<file path="config.mk">
export PLATFORM = sky130hd
export DESIGN_NAME = rtdpd_top
export DESIGN_NICKNAME = d
export VERILOG_FILES = /design/src/pkg/rtdpd_pkg.sv /design/src/verilog/rtdpd_top.sv /design/src/verilog/rtdpd_chan.sv
export VERILOG_INCLUDE_DIRS = /design/src /design/src/pkg
export SDC_FILE = /design/constraint.sdc
export NUM_CORES = 2
export LEC_CHECK = 0
export ABC_CLOCK_PERIOD_IN_PS = 15760
export BUFFER_PORTS_ARGS = -buffer_cell sky130_fd_sc_hd__buf_2
export CORE_UTILIZATION = 30
export CTS_CLUSTER_SIZE = 30
export DETAILED_ROUTE_END_ITERATION = 16
export HOLD_SLACK_MARGIN = 0.12
export PLACE_DENSITY = 0.55
export SETUP_SLACK_MARGIN = 0.1
export SYNTH_ARGS = -nofsm -noshare
export SYNTH_HDL_FRONTEND = slang
export SYNTH_HIERARCHICAL = 1
export SYNTH_SLANG_ARGS = --single-unit
</file>
<file path="constraint.sdc">
create_clock -name CLK -period 15.76 [get_ports CLK]
set_input_delay 0 -clock CLK [delete_from_list [all_inputs] [get_ports CLK]]
set_output_delay 0 -clock CLK [all_outputs]
set_load 0.03 [all_outputs]
</file>
<file path="src/pkg/rtdpd_cfg.svh">
// constants for the four-channel resistance and rtd input parameter decoder
// How it works
// Diagnostic interrupt enabled only by byte 40h.
// Wire-break byte bits 0-3 enable channels 0-3.
// Unit bits 1:0 choose Celsius, Fahrenheit, Kelvin.
// Suppression bits 1:0: 01 60 Hz, 10 50 Hz.
// Function number picks sensor, wiring and scaling.
// Function number FFh switches the channel off.
// Head writes diag and wire-break only at stop.
// Errors light channel LED and enter diagnostics.
// Reserved bits ignored; unsupported codes flag error.
`ifndef RTDPD_CFG_SVH
`define RTDPD_CFG_SVH

// parameter byte indices, in record order
`define RTDPD_IDX_DIAG 3'h0
`define RTDPD_IDX_WIRE 3'h1
`define RTDPD_IDX_UNIT 3'h2
`define RTDPD_IDX_MAINS 3'h3

// reset values
`define RTDPD_RST_DIAG 8'h00
`define RTDPD_RST_WIRE 8'h00
`define RTDPD_RST_UNIT 8'h00
`define RTDPD_RST_MAINS 8'h02
`define RTDPD_RST_FN 8'h50

// field codes and masks
`define RTDPD_DIAG_ON 8'h40
`define RTDPD_DIAG_OFF 8'h00
`define RTDPD_WIRE_MASK 8'h0F
`define RTDPD_LOW2_MASK 8'h03
`define RTDPD_FN_OFF 8'hFF
`define RTDPD_UNIT_C 2'h0
`define RTDPD_UNIT_F 2'h1
`define RTDPD_UNIT_K 2'h2
`define RTDPD_MAINS_60 2'h1
`define RTDPD_MAINS_50 2'h2

// nominal limits in tenths of a degree Celsius
`define RTDPD_PT_HI 16'h2134
`define RTDPD_PT_LO 16'hF830
`define RTDPD_NI_HI 16'h09C4
`define RTDPD_NI_LO 16'hFDA8
`define RTDPD_NI120_HI 16'h0C80
`define RTDPD_NI120_LO 16'hFCE0

// unit conversion offsets, tenths
`define RTDPD_F_OFS 16'h0140
`define RTDPD_K_OFS 16'h0AAC

// resistance full-scale results
`define RTDPD_RAW_FULL 16'h7FFF
`define RTDPD_SCL_6000 16'h1770
`define RTDPD_SCL_30000 16'h7530
`define RTDPD_SCL_27648 16'h6C00

`endif

</file>
<file path="src/pkg/rtdpd_pkg.sv">
// types shared by the parameter decoder modules
package rtdpd_pkg;

   // sensor family and scaling class chosen by a function number
   typedef enum logic [2:0] {
      RTDPD_SENS_NONE,
      RTDPD_SENS_PT,
      RTDPD_SENS_NI,
      RTDPD_SENS_NI120,
      RTDPD_SENS_RAW,
      RTDPD_SENS_DEC,
      RTDPD_SENS_STD
   } rtdpd_sens_e;

   typedef logic [2:0] rtdpd_wires_t;

endpackage

</file>
<file path="src/verilog/rtdpd_top.sv">
// parameter record decoder and value scaling for a four-channel resistance/rtd input module
`include "rtdpd_cfg.svh"
module rtdpd_top (
   input wire logic CLK,
   input wire logic RST_N,
   input wire logic PRM_WR,
   input wire logic [2:0] PRM_IDX,
   input wire logic [7:0] PRM_DATA,
   output logic [7:0] PRM_RDATA,
   input wire logic [3:0] RAW_VALID,
   input wire logic [3:0][15:0] RAW_DATA,
   input wire logic DIAG_CLR,
   output logic [3:0] VALUE_VALID,
   output logic [3:0][15:0] VALUE,
   output logic [3:0] CONV_EN,
   output rtdpd_pkg::rtdpd_wires_t [3:0] CH_WIRES,
   output logic [3:0] WIRE_CHECK_EN,
   output logic [1:0] TEMP_UNIT,
   output logic [1:0] MAINS_REJ,
   output logic DIAG_IRQ_EN,
   output logic DIAG_IRQ_REQ,
   output logic MOD_PARAM_ERR,
   output logic [3:0] DIAG_PARAM,
   output logic [3:0] DIAG_OVER,
   output logic [3:0] DIAG_UNDER,
   output logic [3:0] CH_LED
);

   logic [7:0] diag_interrupt_enable_reg;
   logic [7:0] open_wire_detect_enable_reg;
   logic [7:0] temperature_unit_select_reg;
   logic [7:0] mains_rejection_select_reg;
   logic [3:0][7:0] channel_range_select_reg;
   logic [3:0] ch_conv;
   logic [3:0] ch_perr;
   logic [3:0] ch_over;
   logic [3:0] ch_under;

   // write strobes per parameter byte
   wire wr_diag = PRM_WR && (PRM_IDX == `RTDPD_IDX_DIAG);
   wire wr_wire = PRM_WR && (PRM_IDX == `RTDPD_IDX_WIRE);
   wire wr_unit = PRM_WR && (PRM_IDX == `RTDPD_IDX_UNIT);
   wire wr_mains = PRM_WR && (PRM_IDX == `RTDPD_IDX_MAINS);
   wire wr_fn = PRM_WR && PRM_IDX[2];

   // reserved bits dropped on write
   wire [7:0] wire_next = PRM_DATA & `RTDPD_WIRE_MASK;
   wire [7:0] low2_next = PRM_DATA & `RTDPD_LOW2_MASK;

   // readback of the selected parameter byte
   wire [7:0] rdata_next = PRM_IDX[2] ? channel_range_select_reg[PRM_IDX[1:0]] :
      (PRM_IDX == `RTDPD_IDX_DIAG) ? diag_interrupt_enable_reg :
      (PRM_IDX == `RTDPD_IDX_WIRE) ? open_wire_detect_enable_reg :
      (PRM_IDX == `RTDPD_IDX_UNIT) ? temperature_unit_select_reg : mains_rejection_select_reg;

   // only the exact enable code opens the interrupt
   wire irq_en_next = (diag_interrupt_enable_reg == `RTDPD_DIAG_ON);
   wire [1:0] unit_code = temperature_unit_select_reg[1:0];
   wire [1:0] mains_code = mains_rejection_select_reg[1:0];

   // module-wide parameterization faults
   wire diag_bad = (diag_interrupt_enable_reg != `RTDPD_DIAG_ON)
      && (diag_interrupt_enable_reg != `RTDPD_DIAG_OFF);
   wire unit_bad = (unit_code != `RTDPD_UNIT_C) && (unit_code != `RTDPD_UNIT_F)
      && (unit_code != `RTDPD_UNIT_K);
   wire mains_bad = (mains_code != `RTDPD_MAINS_60) && (mains_code != `RTDPD_MAINS_50);
   wire glob_err_next = diag_bad || unit_bad || mains_bad;

   // sticky diagnostics, a new event wins over a clear in the same cycle
   wire [3:0] keep = ~{4{DIAG_CLR}};
   wire [3:0] perr_set = ch_perr | {4{MOD_PARAM_ERR}};
   wire [3:0] diag_param_next = (DIAG_PARAM & keep) | perr_set;
   wire [3:0] diag_over_next = (DIAG_OVER & keep) | ch_over;
   wire [3:0] diag_under_next = (DIAG_UNDER & keep) | ch_under;
   wire [3:0] new_err = (perr_set & ~DIAG_PARAM) | (ch_over & ~DIAG_OVER) | (ch_under & ~DIAG_UNDER);
   wire [3:0] led_next = diag_param_next | diag_over_next | diag_under_next;

   // parameter store; the head only sends diag and wire-break bytes at stop
   always_ff @(posedge CLK) begin
      if (!RST_N) begin
         diag_interrupt_enable_reg <= `RTDPD_RST_DIAG;
         open_wire_detect_enable_reg <= `RTDPD_RST_WIRE;
         temperature_unit_select_reg <= `RTDPD_RST_UNIT;
         mains_rejection_select_reg <= `RTDPD_RST_MAINS;
         channel_range_select_reg <= {4{`RTDPD_RST_FN}};
      end else begin
         // no run-time interlock needed
         if (wr_diag) begin
            diag_interrupt_enable_reg <= PRM_DATA;
         end
         // one bit per channel
         if (wr_wire) begin
            open_wire_detect_enable_reg <= wire_next;
         end
         // unit field
         if (wr_unit) begin
            temperature_unit_select_reg <= low2_next;
         end
         // suppression field
         if (wr_mains) begin
            mains_rejection_select_reg <= low2_next;
         end
         if (wr_fn) begin
            channel_range_select_reg[PRM_IDX[1:0]] <= PRM_DATA;
         end
      end
   end

   // decoded settings to the converter side
   always_ff @(posedge CLK) begin
      if (!RST_N) begin
         PRM_RDATA <= 8'h00;
         WIRE_CHECK_EN <= 4'h0;
         TEMP_UNIT <= `RTDPD_UNIT_C;
         MAINS_REJ <= `RTDPD_MAINS_50;
         DIAG_IRQ_EN <= 1'b0;
         MOD_PARAM_ERR <= 1'b0;
         CONV_EN <= 4'h0;
      end else begin
         PRM_RDATA <= rdata_next;
         WIRE_CHECK_EN <= open_wire_detect_enable_reg[3:0];
         TEMP_UNIT <= unit_code;
         MAINS_REJ <= mains_code;
         DIAG_IRQ_EN <= irq_en_next;
         MOD_PARAM_ERR <= glob_err_next;
         // a bad global setting stops every conversion rather than measure wrongly
         CONV_EN <= ch_conv & ~{4{glob_err_next}};
      end
   end

   // diagnostic record and channel indicators
   always_ff @(posedge CLK) begin
      if (!RST_N) begin
         DIAG_PARAM <= 4'h0;
         DIAG_OVER <= 4'h0;
         DIAG_UNDER <= 4'h0;
         CH_LED <= 4'h0;
         DIAG_IRQ_REQ <= 1'b0;
      end else begin
         DIAG_PARAM <= diag_param_next;
         DIAG_OVER <= diag_over_next;
         DIAG_UNDER <= diag_under_next;
         CH_LED <= led_next;
         // interrupt request only while enabled
         DIAG_IRQ_REQ <= DIAG_IRQ_EN && (|new_err);
      end
   end

   for (genvar i = 0; i < 4; i++) begin : g_ch
      rtdpd_chan u_chan (
         .clk(CLK),
         .rst_n(RST_N),
         .fn_code(channel_range_select_reg[i]),
         .unit(unit_code),
         .raw_valid(RAW_VALID[i]),
         .raw_data(RAW_DATA[i]),
         .conv_en(ch_conv[i]),
         .param_err(ch_perr[i]),
         .wires(CH_WIRES[i]),
         .value_valid(VALUE_VALID[i]),
         .value(VALUE[i]),
         .over(ch_over[i]),
         .under(ch_under[i])
      );
   end
endmodule // rtdpd_top

</file>
<file path="src/verilog/rtdpd_chan.sv">
// one input channel: function number decode, range check and value scaling
`include "rtdpd_cfg.svh"
module rtdpd_chan (
   input wire logic clk,
   input wire logic rst_n,
   input wire logic [7:0] fn_code,
   input wire logic [1:0] unit,
   input wire logic raw_valid,
   input wire logic [15:0] raw_data,
   output logic conv_en,
   output logic param_err,
   output rtdpd_pkg::rtdpd_wires_t wires,
   output logic value_valid,
   output logic [15:0] value,
   output logic over,
   output logic under
);

   function automatic rtdpd_pkg::rtdpd_sens_e fn_sensor(input logic [7:0] f);
      case (f)
         8'h50, 8'h51, 8'h58, 8'h59, 8'h60, 8'h61: fn_sensor = rtdpd_pkg::RTDPD_SENS_PT;
         8'h52, 8'h53, 8'h5A, 8'h5B, 8'h62, 8'h63: fn_sensor = rtdpd_pkg::RTDPD_SENS_NI;
         8'h54, 8'h5C, 8'h64: fn_sensor = rtdpd_pkg::RTDPD_SENS_NI120;
         8'h70, 8'h71, 8'h72, 8'h78, 8'h79, 8'h7A, 8'h80, 8'h81, 8'h82: fn_sensor = rtdpd_pkg::RTDPD_SENS_RAW;
         8'h90, 8'h91, 8'h92, 8'h98, 8'h99, 8'h9A, 8'hA0, 8'hA1, 8'hA2: fn_sensor = rtdpd_pkg::RTDPD_SENS_DEC;
         8'hD0, 8'hD1, 8'hD2, 8'hD8, 8'hD9, 8'hDA, 8'hE0, 8'hE1, 8'hE2: fn_sensor = rtdpd_pkg::RTDPD_SENS_STD;
         default: fn_sensor = rtdpd_pkg::RTDPD_SENS_NONE;
      endcase
   endfunction

   // fraction of full scale times a result span, 15 bit fraction
   function automatic logic [15:0] scale(input logic [15:0] r, input logic [15:0] k);
      logic [31:0] p;
      p = r * k;
      scale = p[30:15];
   endfunction

   // sensor and wiring
   wire rtdpd_pkg::rtdpd_sens_e sens = fn_sensor(fn_code);
   wire is_off = (fn_code == `RTDPD_FN_OFF);
   wire is_temp = (sens == rtdpd_pkg::RTDPD_SENS_PT) || (sens == rtdpd_pkg::RTDPD_SENS_NI)
      || (sens == rtdpd_pkg::RTDPD_SENS_NI120);
   wire four_wire = (fn_code[7:4] == 4'h6) || (fn_code[7:4] == 4'h8) || (fn_code[7:4] == 4'hA)
      || (fn_code[7:4] == 4'hE);
   wire rtdpd_pkg::rtdpd_wires_t wires_next = four_wire ? 3'h4 : (fn_code[3] ? 3'h3 : 3'h2);
   wire signed [15:0] c = raw_data;
   wire signed [15:0] hi = (sens == rtdpd_pkg::RTDPD_SENS_PT) ? `RTDPD_PT_HI :
      (sens == rtdpd_pkg::RTDPD_SENS_NI) ? `RTDPD_NI_HI : `RTDPD_NI120_HI;
   wire signed [15:0] lo = (sens == rtdpd_pkg::RTDPD_SENS_PT) ? `RTDPD_PT_LO :
      (sens == rtdpd_pkg::RTDPD_SENS_NI) ? `RTDPD_NI_LO : `RTDPD_NI120_LO;
   // signed multiply before divide keeps tenths exact to the truncation
   wire signed [19:0] c9 = 20'(c) * 20'sh00009;
   wire signed [19:0] c_f = c9 / 20'sh00005;
   wire [15:0] temp_val = (unit == `RTDPD_UNIT_F) ? (c_f[15:0] + `RTDPD_F_OFS) :
      (unit == `RTDPD_UNIT_K) ? (raw_data + `RTDPD_K_OFS) : raw_data;
   wire [15:0] dec_span = (fn_code[1:0] == 2'h2) ? `RTDPD_SCL_30000 : `RTDPD_SCL_6000;
   wire [15:0] res_val = (sens == rtdpd_pkg::RTDPD_SENS_DEC) ? scale(raw_data, dec_span) :
      (sens == rtdpd_pkg::RTDPD_SENS_STD) ? scale(raw_data, `RTDPD_SCL_27648) : raw_data;
   wire over_next = is_temp ? (c > hi) : (raw_data == `RTDPD_RAW_FULL);
   wire under_next = is_temp ? (c < lo) : raw_data[15];
   // unsupported code
   wire perr_next = !is_off && (sens == rtdpd_pkg::RTDPD_SENS_NONE);
   // off channel reports nothing
   wire report = raw_valid && !is_off && !perr_next;

   always_ff @(posedge clk) begin
      if (!rst_n) begin
         conv_en <= 1'b0;
         param_err <= 1'b0;
         wires <= 3'h2;
         value_valid <= 1'b0;
         value <= 16'h0000;
         over <= 1'b0;
         under <= 1'b0;
      end else begin
         conv_en <= !is_off && !perr_next;
         param_err <= perr_next;
         wires <= wires_next;
         value_valid <= report;
         over <= report && over_next;
         under <= report && under_next;
         if (report) begin
            value <= is_temp ? temp_val : res_val;
         end
      end
   end
endmodule // rtdpd_chan

</file>
Word-level counts from Yosys, hierarchy flattened. Index checks and enable logic that the tools add are counted.

$add $sub $neg: 8. Multiply operators: 12. Div/mod/pow operators: 4. Order comparisons: 10. Eq/ne operators: 227. Mux-type cells: 69. Bitwise gates (word level): 21. Reductions and logical operators: 101.

Operators with widths (number): $eq 8x8->1 const B (88); $eq 8x7->1 const B (85); $mux 16 (28); $mul 16x15->31 (4); $reduce_or 9->1 (12); $mul 16x5->21 const B (4); $div 20x4->20 const B (4); $mul 16x5->20 const B (4); $pmux 3 s6 (4); $add 16x12->16 const B (4); $add 16x9->16 const B (4); $eq 16x15->1 const B (4); $gt 16x16->1 (4); $lt 16x16->1 (4); $mux 15 (4); $eq 4x4->1 const B (12); $reduce_or 6->1 (8); $mux 11 (4); $mux 9 (4); $logic_and 1x1->1 (35); $bwmux 32 (1); $mux 8 (4); $or 4x4->4 (8); $eq 3x2->1 const B (10); 27 further kinds (109).

Register bits after elaboration: 183. Input port bits: 83. Output and inout port bits: 119. Word-level logic and storage cells: 504.

Longest topological paths before layout.
Depth after elaboration: 9. Gate-level depth with buffers: 56. Gate-level depth less buffers: 50.

Modules after synthesis. Netlist, hierarchy kept.

Modules (own cells, without submodules): rtdpd_chan (g_ch[2].u_chan ...) (times used 2, cells each 1614, area each 13160.1 sq um, sequential area each 480.5 sq um); rtdpd_chan (g_ch[0].u_chan) (times used 1, cells each 1603, area each 13369.1 sq um, sequential area each 480.5 sq um); rtdpd_chan (g_ch[1].u_chan) (times used 1, cells each 1587, area each 13015.0 sq um, sequential area each 480.5 sq um); rtdpd_top (times used 1, cells each 371, area each 3489.6 sq um, sequential area each 1741.7 sq um).

Least setup slack after synthesis. Ideal clock, no wire load.

Path kind: input -> register. Start point: input RAW_DATA[1] (netlist name). End point: register g_ch[0].u_chan.value[14]. Library setup time: 70 ps. Arrival time: 11499 ps. Required time: 15690 ps. Setup slack: 4192 ps. Stages on the path: 51. Path buffers: 4. Cells stage by stage: ha_1 -> ha_1 -> inv_1 -> fa_1 -> and2b_1 -> o2111ai_1 -> a211oi_1 -> o211ai_4 -> a2111o_1 -> o31a_1 -> mux2i_1 -> a21oi_1 -> or4_4 -> a31o_4 -> or2_4 -> buf_6 -> mux2i_1 -> a311o_1 -> [... 15 more ...] -> ha_1 -> or4_1 -> o21a_1 -> a31oi_1 -> and2_1 -> o21bai_1 -> ha_1 -> inv_1 -> or2_4 -> or3_4 -> buf_6 -> nor3_4 -> a21oi_2 -> o32a_1 -> or4_1 -> a21oi_1 -> o21ai_1 -> a21oi_1.

Cells in the longest elaborated chain, start to end: 5. Elaborated cells between the ends (all ways): 11. Classes of those cells: add/sub: 2; mul: 3; div: 1; mux: 5.

Ends and longest elaborated chain: from (decl) (line rtdpd_top.sv:11) `input wire logic [3:0][15:0] RAW_DATA,`; $mul 16x5->20 (line rtdpd_chan.sv:52) `wire signed [19:0] c9 = 20'(c) * 20'sh00009;`; $div 20x4->20 (line rtdpd_chan.sv:53) `wire signed [19:0] c_f = c9 / 20'sh00005;`; $add 16x9->16 (no source line); $mux 16 (line rtdpd_chan.sv:54) `` wire [15:0] temp_val = (unit == `RTDPD_UNIT_F) ? (c_f[15:0] + `RTDPD_F_OFS) : ``; $mux 16 (*) (line rtdpd_chan.sv:83) `value <= is_temp ? temp_val : res_val;`; to (signal assigned) (line rtdpd_chan.sv:83); to (decl) (line rtdpd_chan.sv:14) `output logic [15:0] value,`.

Every way passes the cells marked *; elsewhere a longest branch is shown, timed or not. A chain may end at the register's enable or synchronous reset.

Worst setup path in the final report.
Start point: input RAW_DATA[15] (netlist name). End point: register g_ch[0].u_chan.value[14].

Same word-level chain as after synthesis.

==> results.tsv <==
stage	metric	value	unit
status	status	complete, no violations	
synthesis	Primary FF master, synth	dfxtp_1	
clock_network	deepest clock path buffer count	2	
floorplan	Initial Util	30.2	%
layout	max FFs per register	64	
synthesis	Avg Cell Area, Syn	8.28	µm²
route	overall via count from detail_route	50747	
min_path	hold crit path type	input port to flop	
grt	largest net degree at the start of global routing	63	
setup_path	Slowest-stage cell, CP	xnor2_1	
setup_path	WP data arrival	15.18	ns
placed_design	dpl ws	1.40	ns
timing	Rel. slew slack	19.9	%
placed_design	port bufs	201	
layout	layout cell share with drive strength beyond 1	9.10	%
timing	RSZ-0062 raised after global routing	no	
grt	vias in the first global route	50315	
layout	Area growth syn-to-layout	7.58	%
synthesis	YS warnings	6	
pwr	power density over cell area	219	mW/mm²
timing	final-report hold violation count	0	
min_path	min-delay src	RAW_DATA[48]	
placed_design	GP Congestion	0.905	
clock_network	CTS root buffer	clkbuf_16	
synthesis	Post-Syn Area	0.0562	mm²
setup_path	Slowest Stage Delay on Critical Path	0.82	ns
synthesis	Post-synth ARST share	0	%
route	Total Wirelength	184	mm
synthesis	top post-synthesis cells by area	ha_1, fa_1, dfxtp_1	
setup_path	CP startpoint	RAW_DATA[15]	
floorplan	die width	435	µm
layout	# fillers	19718	
clock_network	clock sinks	183	
setup_path	CP Launch Type	input port	
setup_path	reg-to-reg startpoint	channel_range_select_reg[17]$_SDFFE_PN0P_	
route	wire per inst	19.6	µm
synthesis	Netlist cell types	167	
synthesis	Mapped Cells	6789	
timing	setup TNS	0	ns
route	Post-DRT Antenna Nets	0	
synthesis	Seq/Total Area, Yosys	6.52	%
pwr	Power, Total	13.2	mW
layout	Final Cell Area	0.0605	mm²
clock_network	CTS tree	done	
pwr	LEAKAGE	27.3	nW
timing	Final setup viols	0	
grt	Global Route Usage Sum	19.2	%
route	vias per inst	5.42	
job	# Max-Cap Violations	0	
route	Pre-antenna DRT Iters	6	
timing	min Tclk post-route	14.73	ns
route	Residual DRC	0	
timing	Slew Viols, Final	0	
clock_network	CTS clk-pin slew, worst paths	0.08	ns
synthesis	syn nets	8228	
floorplan	DIE AREA	0.189	mm²
clock_network	post-cts resize count	0	
grt	initial antenna violation count	7	
clock_network	H-tree depth	4	
route	1st-iter DRT viols	3536	
floorplan	row count	158	
placed_design	placed cell area	0.0595	mm²
timing	Max Clock Skew	0.0221	ns
layout	nets	8294	
timing	post-layout worst setup margin	1.03	ns
synthesis	post-synth top area share	19.8	%
setup_path	crit end category	flop	
synthesis	largest area contributor in the netlist	ha_1	
grt	grt total ovfl	0	
synthesis	Post-synth EDFFs	0	
clock_network	Skew-Pair Late Insertion Delay	0.55	ns
timing	worst-margin pin slew	1.20	ns
setup_path	CP Class	input port to flop	
floorplan	CORE AREA	0.186	mm²
pwr	VDD IR-drop max	0.000359	V
setup_path	CP required	16.21	ns
timing	maximum clock frequency	67.9	MHz
floorplan	# IOs	202	
grt	first-pass GRT wire length	292	mm
placed_design	Post-DP HPWL	147	mm
setup_path	Max Fanout on Critical Path	17	
clock_network	Num CTS Buffers	17	
synthesis	#FFs+latches synth	183	
timing	fin crit share	93.4	%
floorplan	DIE HEIGHT	435	µm
report_power, final:
| part | leakage, nW | internal (mW) | switching (mW) | total [mW] |
|---|---|---|---|---|
| registers | 1.50 | 0.493 | 0.0326 | 0.525 |
| logic | 25.5 | 4.71 | 7.53 | 12.2 |
| clock network | 0.292 | 0.215 | 0.269 | 0.484 |
| total | 27.3 | 5.41 | 7.84 | 13.2 |
worst max-delay path, delay by kind of cell:
family,cells,cell delay [ns]
multiplexers,1,0.17
AO/OA/AOI/OAI,21,5.57
adder cells (fa/ha/maj),5,1.75
AND/OR/NAND/NOR,11,3.47
XOR/XNOR,5,2.68
buffers and inverters,4,1.51
synthesized netlist by cell type, drive strengths merged (20+ instances only):
cell / number
o22ai: 30
nand2: 564
or3: 37
a311oi: 23
buf: 70
clkbuf: 170
or2: 28
ha: 888
a41oi: 28
and2: 114
or4: 23
mux2i: 62
o31ai: 65
o31a: 24
a21oi: 355
a211oi: 115
nand2b: 61
a21o: 66
fa: 468
a21boi: 60
o21ai: 330
o21bai: 25
nor3: 220
inv: 742
dfxtp: 183
o221ai: 20
o211a: 25
and3: 47
a22oi: 26
xnor2: 243
and4: 24
a31oi: 65
xor2: 117
nand3: 143
a2111oi: 26
a221oi: 22
a211o: 27
o21a: 116
nor2b: 75
nand4: 78
o211ai: 109
nor2: 523
o2111ai: 27
nor4: 46
final timing paths:
check | cells past startpoint | endpoint | slack [ns]
worst max-delay path | 47 | g_ch[0].u_chan/value[14]$_SDFFE_PN0P_ | 1.03
worst min-delay path | 3 | g_ch[3].u_chan/value[0]$_SDFFE_PN0P_ | 0.18
worst max register to register | 38 | g_ch[2].u_chan/value[14]$_SDFFE_PN0P_ | 6.61
worst min register to register | 1 | CONV_EN[0]$_SDFF_PN0_ | 0.44
layout make-up:
| class | instances | area (µm²) | area share, % |
|---|---|---|---|
| multi-input combinational | 5621 | 48500 | 80.3 |
| sequential | 183 | 3670 | 6.07 |
| tap | 2480 | 3100 | 5.13 |
| inverter | 744 | 2790 | 4.62 |
| timing repair buffer | 288 | 1740 | 2.87 |
| clock buffer | 18 | 429 | 0.710 |
| clock inverter | 14 | 173 | 0.286 |
| antenna | 12 | 30.0 | 0.0497 |
placed cells by master, fill, tap and decap left out, types with 116 or more instances in the layout:
master,n
nand2_1,561
nor2_1,507
ha_1,888
a21oi_1,332
buf_2,200
fa_1,468
xnor2_1,223
o21ai_0,279
inv_1,742
o21a_1,116
nor3_1,209
nand3_1,135
dfxtp_1,181
kinds of logic (layout without fill, tap and decap cells):
kind of cell / count (synthesis) / in the layout / share of synthesized area (%)
adders and majority gates: 1361 / 1361 / 36.5
xor gates and xnor gates: 361 / 361 / 5.98
buffers and inverters: 985 / 1064 / 7.21
AOI/OAI and AO/OA: 1786 / 1786 / 23.9
muxes: 78 / 78 / 1.65
DFF: 183 / 183 / 6.52
other: 0 / 12 / 0
and+or+nand+nor: 2035 / 2035 / 18.2
metal layers:
metal	global-route usage, %	vias to the layer above	wire, µm
li1	-	24510	-
met3	1.63	186	6030
met5	0	-	0
met2	33.7	1194	90500
met4	5.81	0	5650
met1	24.6	24857	81400
stage by stage:
step | hold slack, ns | util [%] | instances
2_1_floorplan | 0.121 | - | 6789
3_3_place_gp | 0.327 | 32.0 | 9286
3_5_place_dp | 0.335 | 32.0 | 9286
4_1_cts | 0.126 | 32.5 | 9348
5_1_grt | 0.167 | 32.5 | 9360
6_report | 0.181 | 32.5 | 9360
repair_timing:
item | 4_1_cts | 5_1_grt
hold buffers | 30 | 0
buffers inserted | 0 | 0
hold endpoints to repair | 104 | 0
Note: power is estimated with default switching activity, not from simulation.
